<file path="src/rtl/gpp_pkg.sv">
// Package: register map, reset values and shared types for the gpio port
package gpp_pkg;
    localparam int unsigned ADDR_W = 12;
    localparam logic [11:0] OFS_DATA_HI = 12'h3fc;
    localparam logic [11:0] OFS_DIR = 12'h400;
    localparam logic [11:0] OFS_SENSE = 12'h404;
    localparam logic [11:0] OFS_DUAL = 12'h408;
    localparam logic [11:0] OFS_POL = 12'h40c;
    localparam logic [11:0] OFS_MASK = 12'h410;
    localparam logic [11:0] OFS_RAW = 12'h414;
    localparam logic [11:0] OFS_MSTAT = 12'h418;
    localparam logic [11:0] OFS_CLR = 12'h41c;
    localparam logic [11:0] OFS_AFSEL = 12'h420;
    localparam logic [11:0] OFS_DRV2 = 12'h500;
    localparam logic [11:0] OFS_DRV4 = 12'h504;
    localparam logic [11:0] OFS_DRV8 = 12'h508;
    localparam logic [11:0] OFS_ODR = 12'h50c;
    localparam logic [11:0] OFS_PUR = 12'h510;
    localparam logic [11:0] OFS_PDR = 12'h514;
    localparam logic [11:0] OFS_SLR = 12'h518;
    localparam logic [11:0] OFS_DEN = 12'h51c;
    localparam logic [11:0] OFS_LOCK = 12'h520;
    localparam logic [11:0] OFS_COMMIT = 12'h524;
    localparam logic [11:0] OFS_ID_BASE = 12'hfd0;
    localparam int unsigned DATA_MASK_LSB = 2;
    localparam logic [7:0] RST_DRV2 = 8'hff;
    localparam logic [7:0] RST_ZERO = 8'h00;
    // Unlock key is arbitrary
    localparam logic [31:0] UNLOCK_KEY = 32'h1ac0_c0de;
    localparam logic [31:0] LOCKED_VAL = 32'h0000_0001;
    localparam int unsigned ADC_TRIG_BIT = 4;
    typedef enum logic [1:0] {BUS_IDLE, BUS_ACK} gpp_bus_st_t;
endpackage

</file>
<file path="src/rtl/gpp_if.sv">
// Interface between the port top and its interrupt detector
interface gpp_irq_if #(parameter int W = 8);
    logic [W-1:0] pin_sync;
    logic [W-1:0] sense;
    logic [W-1:0] dual;
    logic [W-1:0] pol;
    logic [W-1:0] clr;
    logic [W-1:0] raw;
    modport ctl (output pin_sync, output sense, output dual, output pol, output clr, input raw);
    modport det (input pin_sync, input sense, input dual, input pol, input clr, output raw);
endinterface

</file>
<file path="src/rtl/gpp_irq_detect.sv">
// Per-pin interrupt detector: edge/level, polarity, both edges, sticky edge status
module gpp_irq_detect #(
    parameter int W = 8
) (
    input wire logic core_clk,
    input wire logic srst,
    gpp_irq_if.det irq
);
    typedef struct packed {
        logic [W-1:0] prev;
        logic [W-1:0] latch;
    } gpp_det_st_t;
    gpp_det_st_t st_r, st_nxt;
    logic [W-1:0] rise, fall, hit, lvl;
    always_comb begin
        st_nxt = st_r;
        rise = irq.pin_sync & ~st_r.prev;
        fall = ~irq.pin_sync & st_r.prev;
        hit = irq.dual & (rise | fall) | ~irq.dual & (irq.pol & rise | ~irq.pol & fall);
        lvl = irq.pin_sync & irq.pol | ~irq.pin_sync & ~irq.pol;
        st_nxt.prev = irq.pin_sync;
        // Set beats clear in the same cycle so no edge is lost
        st_nxt.latch = (st_r.latch & ~irq.clr | hit) & ~irq.sense;
    end
    always_ff @(posedge core_clk) begin
        if (srst) begin
            st_r <= '0;
        end else begin
            st_r <= st_nxt;
        end
    end
    assign irq.raw = irq.sense & lvl | ~irq.sense & st_r.latch;
endmodule // gpp_irq_detect

</file>
<file path="src/rtl/gpp_port.sv">
// Eight-pin gpio port with interrupts, mode select, commit lock and pad control
// Notes on behaviour
// - All unmasked pin conditions combine into one port interrupt output.
// - Edge events stay latched in raw status until software clears them.
// - Sense 0 edge, 1 level; dual-edge 0 single, 1 both edges.
// - Polarity 0 low/falling, 1 high/rising; ignored for edges in dual mode.
// - Mask 0 blocks a pin from the interrupt output, 1 passes it.
// - Raw status shows met trigger conditions regardless of mask.
// - Masked status is raw status ANDed with the mask.
// - Writing 1 to clear clears that latched bit; 0 leaves it.
// - Unmasked trigger pin also raises an ADC trigger pulse.
// - Alternate function 1 routes pin out, enable and input to the peripheral.
// - Alternate function 0 drives and reads pins through the data register.
// - Protected select bits change only when unlocked and commit enabled.
// - Drive 2/4/8 mA, open drain, pulls, slew and digital enable reach pad.
// - Reset leaves pins undriven, except protected debug pins in their defaults.
// - Eight peripheral and four cell identification words read only.
// - Digital input works with digital enable set; analog needs all zero.
// - Data access uses address bits 9:2 as per-bit write and read mask.
// - Direction 0 captures pin input, direction 1 drives data register bit when digital enable is set.
//
// The address map and register access over Avalon-MM were decided locally.
module gpp_port #(
    parameter int W = 8,
    parameter logic [7:0] RST_AFSEL = 8'h00,
    parameter logic [7:0] RST_PUR = 8'h00,
    parameter logic [7:0] RST_DEN = 8'h00,
    parameter logic [7:0] RST_COMMIT = 8'hff,
    parameter bit HAS_ADC_TRIG = 1'b0,
    // Identification words are arbitrary
    parameter logic [95:0] IDENT = 96'h0
) (
    input wire logic core_clk,
    input wire logic srst,
    input wire logic [11:0] avs_address,
    input wire logic avs_read,
    input wire logic avs_write,
    input wire logic [31:0] avs_writedata,
    output logic [31:0] avs_readdata,
    output logic avs_waitrequest,
    input wire logic [W-1:0] pin_in,
    output logic [W-1:0] pin_out,
    output logic [W-1:0] pin_oe,
    input wire logic [W-1:0] alt_out,
    input wire logic [W-1:0] alt_oe,
    output logic [W-1:0] alt_in,
    output logic [W-1:0] pad_drive_low,
    output logic [W-1:0] pad_drive_mid,
    output logic [W-1:0] pad_drive_high,
    output logic [W-1:0] pad_open_drain,
    output logic [W-1:0] pad_pull_up,
    output logic [W-1:0] pad_pull_down,
    output logic [W-1:0] pad_slew_limit,
    output logic [W-1:0] pad_digital_enable,
    output logic port_irq,
    output logic adc_trigger
);
    initial begin
        if (W != 8) $error("gpp_port supports W = 8 only");
    end
    typedef struct packed {
        gpp_pkg::gpp_bus_st_t bus;
        logic [31:0] rdata;
        logic [W-1:0] sync1, sync2;
        logic [W-1:0] data, dir, sense, dual, pol, mask, clr;
        logic [W-1:0] afsel, drv2, drv4, drv8, odr, pur, pdr, slr, den, commit;
        logic locked;
        logic [W-1:0] pin_out, pin_oe, alt_in;
        logic irq, adc, adc_prev;
    } gpp_st_t;
    gpp_st_t st_r, st_nxt;
    logic [W-1:0] raw, msk, ain, pin_val, wmask;
    logic [31:0] rd;
    logic [11:0] a;
    logic [3:0] id_idx;
    logic wr;
    gpp_irq_if #(.W(W)) irq_bus ();
    assign irq_bus.pin_sync = st_r.sync2;
    assign irq_bus.sense = st_r.sense;
    assign irq_bus.dual = st_r.dual;
    assign irq_bus.pol = st_r.pol;
    assign irq_bus.clr = st_r.clr;
    assign raw = irq_bus.raw;
    gpp_irq_detect #(.W(W)) u_det (
        .core_clk(core_clk),
        .srst(srst),
        .irq(irq_bus)
    );
    always_comb begin
        st_nxt = st_r;
        a = avs_address;
        // Identification words count from the base; a[5:2] is 4 at 0xfd0, so subtracting 4 maps 0xfd0 to word 0
        id_idx = a[5:2] - 4'h4;
        // Writes land on the edge that sees waitrequest low, as the master expects
        wr = avs_write && st_r.bus == gpp_pkg::BUS_ACK;
        msk = raw & st_r.mask;
        // Digital input disabled reads as zero, leaving the pad free for analog
        ain = st_r.sync2 & st_r.den;
        pin_val = (st_r.data & st_r.dir) | (ain & ~st_r.dir);
        wmask = a[gpp_pkg::DATA_MASK_LSB +: 8];
        st_nxt.sync1 = pin_in;
        st_nxt.sync2 = st_r.sync1;
        st_nxt.clr = '0;
        // Input pins keep capturing the pin value into the data register
        st_nxt.data = (st_r.data & st_r.dir) | (ain & ~st_r.dir);
        rd = 32'h0;
        if (a <= gpp_pkg::OFS_DATA_HI) begin
            rd = {24'h0, pin_val & wmask};
        end else if (a == gpp_pkg::OFS_DIR) begin
            rd = {24'h0, st_r.dir};
        end else if (a == gpp_pkg::OFS_SENSE) begin
            rd = {24'h0, st_r.sense};
        end else if (a == gpp_pkg::OFS_DUAL) begin
            rd = {24'h0, st_r.dual};
        end else if (a == gpp_pkg::OFS_POL) begin
            rd = {24'h0, st_r.pol};
        end else if (a == gpp_pkg::OFS_MASK) begin
            rd = {24'h0, st_r.mask};
        end else if (a == gpp_pkg::OFS_RAW) begin
            rd = {24'h0, raw};
        end else if (a == gpp_pkg::OFS_MSTAT) begin
            rd = {24'h0, msk};
        end else if (a == gpp_pkg::OFS_AFSEL) begin
            rd = {24'h0, st_r.afsel};
        end else if (a == gpp_pkg::OFS_DRV2) begin
            rd = {24'h0, st_r.drv2};
        end else if (a == gpp_pkg::OFS_DRV4) begin
            rd = {24'h0, st_r.drv4};
        end else if (a == gpp_pkg::OFS_DRV8) begin
            rd = {24'h0, st_r.drv8};
        end else if (a == gpp_pkg::OFS_ODR) begin
            rd = {24'h0, st_r.odr};
        end else if (a == gpp_pkg::OFS_PUR) begin
            rd = {24'h0, st_r.pur};
        end else if (a == gpp_pkg::OFS_PDR) begin
            rd = {24'h0, st_r.pdr};
        end else if (a == gpp_pkg::OFS_SLR) begin
            rd = {24'h0, st_r.slr};
        end else if (a == gpp_pkg::OFS_DEN) begin
            rd = {24'h0, st_r.den};
        end else if (a == gpp_pkg::OFS_LOCK) begin
            rd = {31'h0, st_r.locked};
        end else if (a == gpp_pkg::OFS_COMMIT) begin
            rd = {24'h0, st_r.commit};
        end else if (a >= gpp_pkg::OFS_ID_BASE && a[1:0] == 2'h0) begin
            rd = {24'h0, IDENT[8*(11-id_idx) +: 8]};
        end
        if (wr) begin
            if (a <= gpp_pkg::OFS_DATA_HI) begin
                // Input bits are overwritten by capture on the next cycle; the written value is gone when they turn output
                st_nxt.data = (st_r.data & ~wmask & st_r.dir) | (ain & ~st_r.dir & ~wmask)
                    | (avs_writedata[7:0] & wmask);
            end else if (a == gpp_pkg::OFS_DIR) begin
                st_nxt.dir = avs_writedata[7:0];
            end else if (a == gpp_pkg::OFS_SENSE) begin
                st_nxt.sense = avs_writedata[7:0];
            end else if (a == gpp_pkg::OFS_DUAL) begin
                st_nxt.dual = avs_writedata[7:0];
            end else if (a == gpp_pkg::OFS_POL) begin
                st_nxt.pol = avs_writedata[7:0];
            end else if (a == gpp_pkg::OFS_MASK) begin
                st_nxt.mask = avs_writedata[7:0];
            end else if (a == gpp_pkg::OFS_CLR) begin
                st_nxt.clr = avs_writedata[7:0];
            end else if (a == gpp_pkg::OFS_AFSEL) begin
                // Protected bits hold unless unlocked and commit-enabled
                st_nxt.afsel = (st_r.afsel & ~(st_r.commit & {W{~st_r.locked}}))
                    | (avs_writedata[7:0] & st_r.commit & {W{~st_r.locked}});
            end else if (a == gpp_pkg::OFS_DRV2) begin
                st_nxt.drv2 = avs_writedata[7:0];
                st_nxt.drv4 = st_r.drv4 & ~avs_writedata[7:0];
                st_nxt.drv8 = st_r.drv8 & ~avs_writedata[7:0];
            end else if (a == gpp_pkg::OFS_DRV4) begin
                st_nxt.drv4 = avs_writedata[7:0];
                st_nxt.drv2 = st_r.drv2 & ~avs_writedata[7:0];
                st_nxt.drv8 = st_r.drv8 & ~avs_writedata[7:0];
            end else if (a == gpp_pkg::OFS_DRV8) begin
                st_nxt.drv8 = avs_writedata[7:0];
                st_nxt.drv2 = st_r.drv2 & ~avs_writedata[7:0];
                st_nxt.drv4 = st_r.drv4 & ~avs_writedata[7:0];
            end else if (a == gpp_pkg::OFS_ODR) begin
                st_nxt.odr = avs_writedata[7:0];
            end else if (a == gpp_pkg::OFS_PUR) begin
                st_nxt.pur = avs_writedata[7:0];
            end else if (a == gpp_pkg::OFS_PDR) begin
                st_nxt.pdr = avs_writedata[7:0];
            end else if (a == gpp_pkg::OFS_SLR) begin
                st_nxt.slr = avs_writedata[7:0];
            end else if (a == gpp_pkg::OFS_DEN) begin
                st_nxt.den = avs_writedata[7:0];
            end else if (a == gpp_pkg::OFS_LOCK) begin
                st_nxt.locked = avs_writedata != gpp_pkg::UNLOCK_KEY;
            end else if (a == gpp_pkg::OFS_COMMIT) begin
                if (!st_r.locked) begin
                    st_nxt.commit = avs_writedata[7:0];
                end
            end
        end
        case (st_r.bus)
            gpp_pkg::BUS_IDLE: begin
                if (avs_read || avs_write) begin
                    st_nxt.bus = gpp_pkg::BUS_ACK;
                    // Read data only move on a read, so a write leaves the last value standing
                    if (avs_read) begin
                        st_nxt.rdata = rd;
                    end
                end
            end
            default: begin
                st_nxt.bus = gpp_pkg::BUS_IDLE;
            end
        endcase
        // Open drain drives only low: enable while output data is zero
        for (int i = 0; i < W; i++) begin
            if (st_r.afsel[i]) begin
                st_nxt.pin_out[i] = alt_out[i];
                st_nxt.pin_oe[i] = st_r.odr[i] ? alt_oe[i] & ~alt_out[i] : alt_oe[i];
            end else begin
                st_nxt.pin_out[i] = st_r.data[i];
                st_nxt.pin_oe[i] = st_r.dir[i] & st_r.den[i] & (~st_r.odr[i] | ~st_r.data[i]);
            end
        end
        st_nxt.alt_in = ain & st_r.afsel;
        st_nxt.irq = |msk;
        st_nxt.adc = HAS_ADC_TRIG && msk[gpp_pkg::ADC_TRIG_BIT] && !st_r.adc_prev;
        st_nxt.adc_prev = msk[gpp_pkg::ADC_TRIG_BIT];
    end
    always_ff @(posedge core_clk) begin
        if (srst) begin
            st_r <= '0;
            st_r.bus <= gpp_pkg::BUS_IDLE;
            st_r.drv2 <= gpp_pkg::RST_DRV2;
            st_r.afsel <= RST_AFSEL;
            st_r.pur <= RST_PUR;
            st_r.den <= RST_DEN;
            st_r.pdr <= gpp_pkg::RST_ZERO;
            st_r.commit <= RST_COMMIT;
            st_r.locked <= gpp_pkg::LOCKED_VAL[0];
        end else begin
            st_r <= st_nxt;
        end
    end
    assign avs_readdata = st_r.rdata;
    assign avs_waitrequest = !(st_r.bus == gpp_pkg::BUS_ACK) && (avs_read || avs_write) || srst;
    assign pin_out = st_r.pin_out;
    assign pin_oe = st_r.pin_oe;
    assign alt_in = st_r.alt_in;
    assign pad_drive_low = st_r.drv2;
    assign pad_drive_mid = st_r.drv4;
    assign pad_drive_high = st_r.drv8;
    assign pad_open_drain = st_r.odr;
    assign pad_pull_up = st_r.pur;
    assign pad_pull_down = st_r.pdr;
    assign pad_slew_limit = st_r.slr;
    assign pad_digital_enable = st_r.den;
    assign port_irq = st_r.irq;
    assign adc_trigger = st_r.adc;
endmodule // gpp_port

</file>
<file path="config.mk">
export PLATFORM = sky130hd
export DESIGN_NAME = gpp_port
export DESIGN_NICKNAME = d
export VERILOG_FILES = /design/src/rtl/gpp_pkg.sv /design/src/rtl/gpp_if.sv /design/src/rtl/gpp_irq_detect.sv /design/src/rtl/gpp_port.sv
export SDC_FILE = /design/constraint.sdc
export NUM_CORES = 1
export LEC_CHECK = 0
export BUFFER_PORTS_ARGS = -buffer_cell sky130_fd_sc_hd__buf_2
export CAP_MARGIN = 20
export CELL_PAD_IN_SITES_DETAIL_PLACEMENT = 0
export CELL_PAD_IN_SITES_GLOBAL_PLACEMENT = 1
export CORE_MARGIN = 8
export CORE_UTILIZATION = 38
export CTS_CLUSTER_DIAMETER = 200
export CTS_CLUSTER_SIZE = 28
export DETAILED_ROUTE_END_ITERATION = 6
export PLACE_DENSITY_LB_ADDON = 0.12
export SLEW_MARGIN = 30
export SYNTH_ARGS = -nofsm -noshare
export SYNTH_HDL_FRONTEND = slang
export SYNTH_SLANG_ARGS = --single-unit
</file>
<file path="constraint.sdc">
create_clock -name core_clk -period 2.3 [get_ports core_clk]
set_input_delay 0.23 -clock core_clk [delete_from_list [all_inputs] [get_ports core_clk]]
set_output_delay 0.23 -clock core_clk [all_outputs]
set_load 0.005 [all_outputs]
</file>
# After elaboration in Yosys (flattened, before gate mapping)
# Index checks and enable logic that the tools add are counted.
# op_classes
add_sub_neg	2
order_cmp	2
n_eq_ne	20
n_shift	1
n_mux	81
bitwise	125
reduce_logical	27
# op_table
op	count
$mux W8	36
$and A8 B8 Y8	29
$eq A12 B11 Y1 const B	19
$mux W49	3
$mux W137	1
$mux W129	1
$mux W121	1
$mux W113	1
$mux W105	1
$mux W97	1
$shiftx A96 B33 Y8 const A	1
$mux W89	1
$mux W81	1
$not A8 Y8	10
$or A8 B8 Y8	10
$mux W73	1
$mux W24	3
$not A1 Y1	44
$mux W41	1
$mux W33	1
$ne A32 B29 Y1 const B	1
$mux W1	25
$mux W25	1
$and A1 B1 Y1	24
other kinds (29)	41
# word_totals
ff_bits	228
input_bits	72
output_inout_bits	123
wordCells	287

# Depth between registers and ports, before layout
# logic_depth
depth_word	23
mapped_depth	9

# Cells and area by module
# A second synthesis with hierarchy kept.
# unflattened
cells_unflattened	1313
hier_area_um2	11202.0
# modules_own_cells
mod	instances	cells_per_inst	area_per_inst_um2	seq_area_each_um2
gpp_port	1	1199	10050.9	3743.6
gpp_irq_detect	1	114	1151.1	320.3

# Worst setup path before layout
# OpenSTA, ideal clock, no wires.
# synth_path
kind	input -> register
startpoint	in avs_address[5]
endpoint	reg st_r, in the netlist pad_drive_mid[2]
setup_time_ns	0.071
t_arrival_ns	2.148
setup_slack_ns	0.081
cell_stages	8
path_buffers	2
path_cell_list	buf_4 nor4_4 nand2_4 or4_1 buf_4 nor3_4 nand2_1 a21oi_1
# synth_via
elab_chain_len	3
word_cells_on_any_way	23
classes_between	1 x order compare; 10 x eq/ne; 2 x mux; 8 x bitwise; 2 x reduce/logical
# synth_lines
item	line_no	source
from (decl)	gpp_port.sv:35	input wire logic [11:0] avs_address,
$le A12 B10 Y1, or another cell as far along	gpp_port.sv:149	if (a <= gpp_pkg::OFS_DATA_HI) begin
$not A1 Y1 (no line), or another cell as far along	-	
$reduce_and A10 Y1 (no line) or $mux W24 (tied branches)	-	
to (signal assigned)	gpp_port.sv:240	st_r <= st_nxt;
to (decl)	gpp_port.sv:71	gpp_st_t st_r, st_nxt;
# Parallel ways exist; a longest one is shown, timed or not.
# A chain may end at the register's enable or synchronous reset.

# Final worst setup path
# layout_path
startpoint	reg st_r[212] (netlist name)
endpoint	reg st_r[35] (netlist name)
# layout_via
elab_chain_len	2
# layout_lines
item	line_no	source
$logic_and A1 B1 Y1	gpp_port.sv:95	wr = avs_write && st_r.bus == gpp_pkg::BUS_ACK;
$reduce_and A20 Y1 (no line)	-	
# Every way passes these cells.

==> flow_summary.ini <==
[placement]
portBuffers = 169
dp_hpwl_um = 32800
dpl.cell_count = 1834
place_congestion = 0.986

[clocking]
clkSlewWorstSetupHoldPaths_ns = 0.12
cts_root_buffer = clkbuf_16
ctsHoldBuffers = 22
cts.sinks = 203
cts_resized = 0
cts_tree = yes
clk_latency_ns = 0.48
clockBufferDepth = 3
numCtsBuffers = 11
h-tree-depth = 1
cts_setup_buffers = 0

[grt]
grt_pass1_vias = 9729
grt_max_degree = 87
grt-ovfl-total = 0
grt_pass1_wl_um = 63500
grtUsageTotal_pct = 24.8
antenna_found_initial = 2

[yosys]
yosysWarnings = 0
synthFlopType = dfxtp_1
ys_seq_elements = 203
synth_edf_count = 0
synth_common_cells = 203 x dfxtp_1, 164 x nand2_1, 142 x nor2_1
synthArstFlopShare_pct = 0
yosysUniqueCellTypes = 71
netlist_area_um2 = 10800
synth_area_leader_cell = dfxtp_1
synthMostInstantiatedCell = dfxtp_1
synth.area.top_cells = dfxtp_1 38%, buf_4 8.6%, mux2i_1 7.3%
synth_top_area_share_pct = 37.6
ys_seq_area_share_pct = 37.6
syn_inst = 1333
synth_area_per_cell_um2 = 8.10

[setup_path]
cp_num_buf_inv = 3
path_cells = nand2_1 > buf_4 > a211oi_2 > buf_4 > nand2_1 > nor3_4 > buf_12 > mux2i_1
r2r_slack_ns = 0.33
critPathCaptureType = flip-flop
cp_slowest_cell = dfxtp_1
path_class = reg -> reg
cp.arrival_ns = 2.40
critPathRequiredTime_ns = 2.72
worstSetupStartpointType = flip-flop
path_max_fanout = 8
slowest_delay_ns = 0.46
critical_path.top_delay_family = buffers and inverters

[timing]
slew_violations = 0
period_needed_ns = 1.97
fin_skew_ns = 0.0301
whs_ns = 0.0149
rsz0062_at_grt = no
tightestPinTransition_ns = 0.646
max_slew_margin_pct = 56.8
setup_viol = 0
max_freq_mhz = 507
fin_crit_sh_pct = 85.8
final-hold-violation-count = 0

[layout]
nNetsFinal = 1579
areaGrowthSynthToFinish_pct = 17.8
largest_register_ffs = 42
top_register = st_r
reg.largest.list = st_r x42, u_det.st_r x16
drive_above_1_share_pct = 24.0
finish.utilization_pct = 45.7
fillers = 2874
fin_cells = 1869

[floorplan]
start_util_pct = 38.8
die_w_um = 185
die_h_um = 185
core_area_um2 = 27900
dieArea_um2 = 34100
pin_count = 195
rows = 61

[routing]
dr.pass1.iters = 5
ant_nets = 0
vias_per_cell = 5.32
wl_per_cell_um = 23.2
vias = 9936
drcViolationCount = 0
drt_iter0_markers = 676
wl_um = 43500

[outcome]
status = finished clean

[min_path]
hp-class = in -> reg

[power_and_ir_drop]
p_leak_nw = 5.11
peakVddDrop_v = 0.000448
power_density_nw_per_um2 = 500

[flow_run]
max-cap-violations = 0
==> cell type report <==
cell class / instances / area (um^2) / share of cell area (%)
multi-input cells: 914 / 5460 / 42.9
diodes: 1 / 2.50 / 0.0197
clock inverters: 1 / 30.0 / 0.236
inverters: 35 / 131 / 1.03
repair buffers: 326 / 2290 / 18.0
well taps: 378 / 473 / 3.72
flip-flops and latches: 203 / 4060 / 32.0
clock buffers: 11 / 275 / 2.16
==> kinds of logic (layout without fill, tap and decap cells) <==
logic type               count (synthesis)  in the layout  synth area share, %
XOR/XNOR                                 9              9                0.730
AND/OR/NAND/NOR                        491            491                 22.5
other                                    1             26               0.0347
buffers and inverters                  240            373                 12.8
adder cells (fa/ha/maj)                 16             16                 1.85
AO/OA/AOI/OAI                          281            281                 15.8
flip-flops                             203            203                 37.6
multiplexers                            92             92                 8.68
==> power breakdown <==
part / switching, mW / internal (mW) / leakage, nW
logic: 0.400 / 0.245 / 3.32
clock network: 1.24 / 0.896 / 0.147
registers: 0.0256 / 3.55 / 1.64
==> per-layer routing <==
layer  wire length [um]  part of all wire [%]  vias to the layer above  track usage (%)
li1                   -                     -                     4805                -
met1              19500                    45                     4693             33.3
met2              19600                    45                      373             40.0
met3               2530                   5.8                       65             3.19
met4               1810                   4.2                        0             9.23
met5                  0                     0                        -                0
==> worst paths after layout <==
kind	depth (start not counted)	end	start
max reg2reg	8	st_r[35]$_SDFFE_PP1P_	st_r[212]$_SDFFE_PP0N_
min reg2reg	1	irq_bus.pin_sync[7]$_SDFF_PP0_	st_nxt[171]$_SDFF_PP0_
max	8	st_r[35]$_SDFFE_PP1P_	st_r[212]$_SDFFE_PP0N_
min	3	pin_out[1]$_SDFF_PP0_	alt_out[1]
==> per-stage QoR <==
| stage | area (um^2) | setup slack (ns) | setup TNS (ns) | total power [mW] |
|---|---|---|---|---|
| 2_1_floorplan | 10900 | 0.0813 | 0 | 3.99 |
| 3_3_place_gp | 12200 | -0.0797 | -0.263 | 4.26 |
| 3_5_place_dp | 12200 | -0.0705 | -0.361 | 4.26 |
| 4_1_cts | 12700 | 0.335 | 0 | 6.41 |
| 5_1_grt | 12700 | 0.158 | 0 | 6.59 |
| 6_report | 12700 | 0.326 | 0 | 6.35 |
==> cell usage in the layout, fill, tap and decap left out, types with 25 or more instances in the layout <==
master,n
dfxtp_1,203
buf_2,168
nand2_1,164
nor2_1,142
buf_4,119
a21oi_1,113
mux2i_1,79
o21ai_0,59
inv_1,35
nand3_1,35
nor2b_1,28
conb_1,25
==> worst min-delay path, stage by stage <==
cell     delay (ns)
buf_2          0.09
mux2i_1        0.06
nor2_1         0.08
No activity file was read; power rests on OpenSTA's default activity.
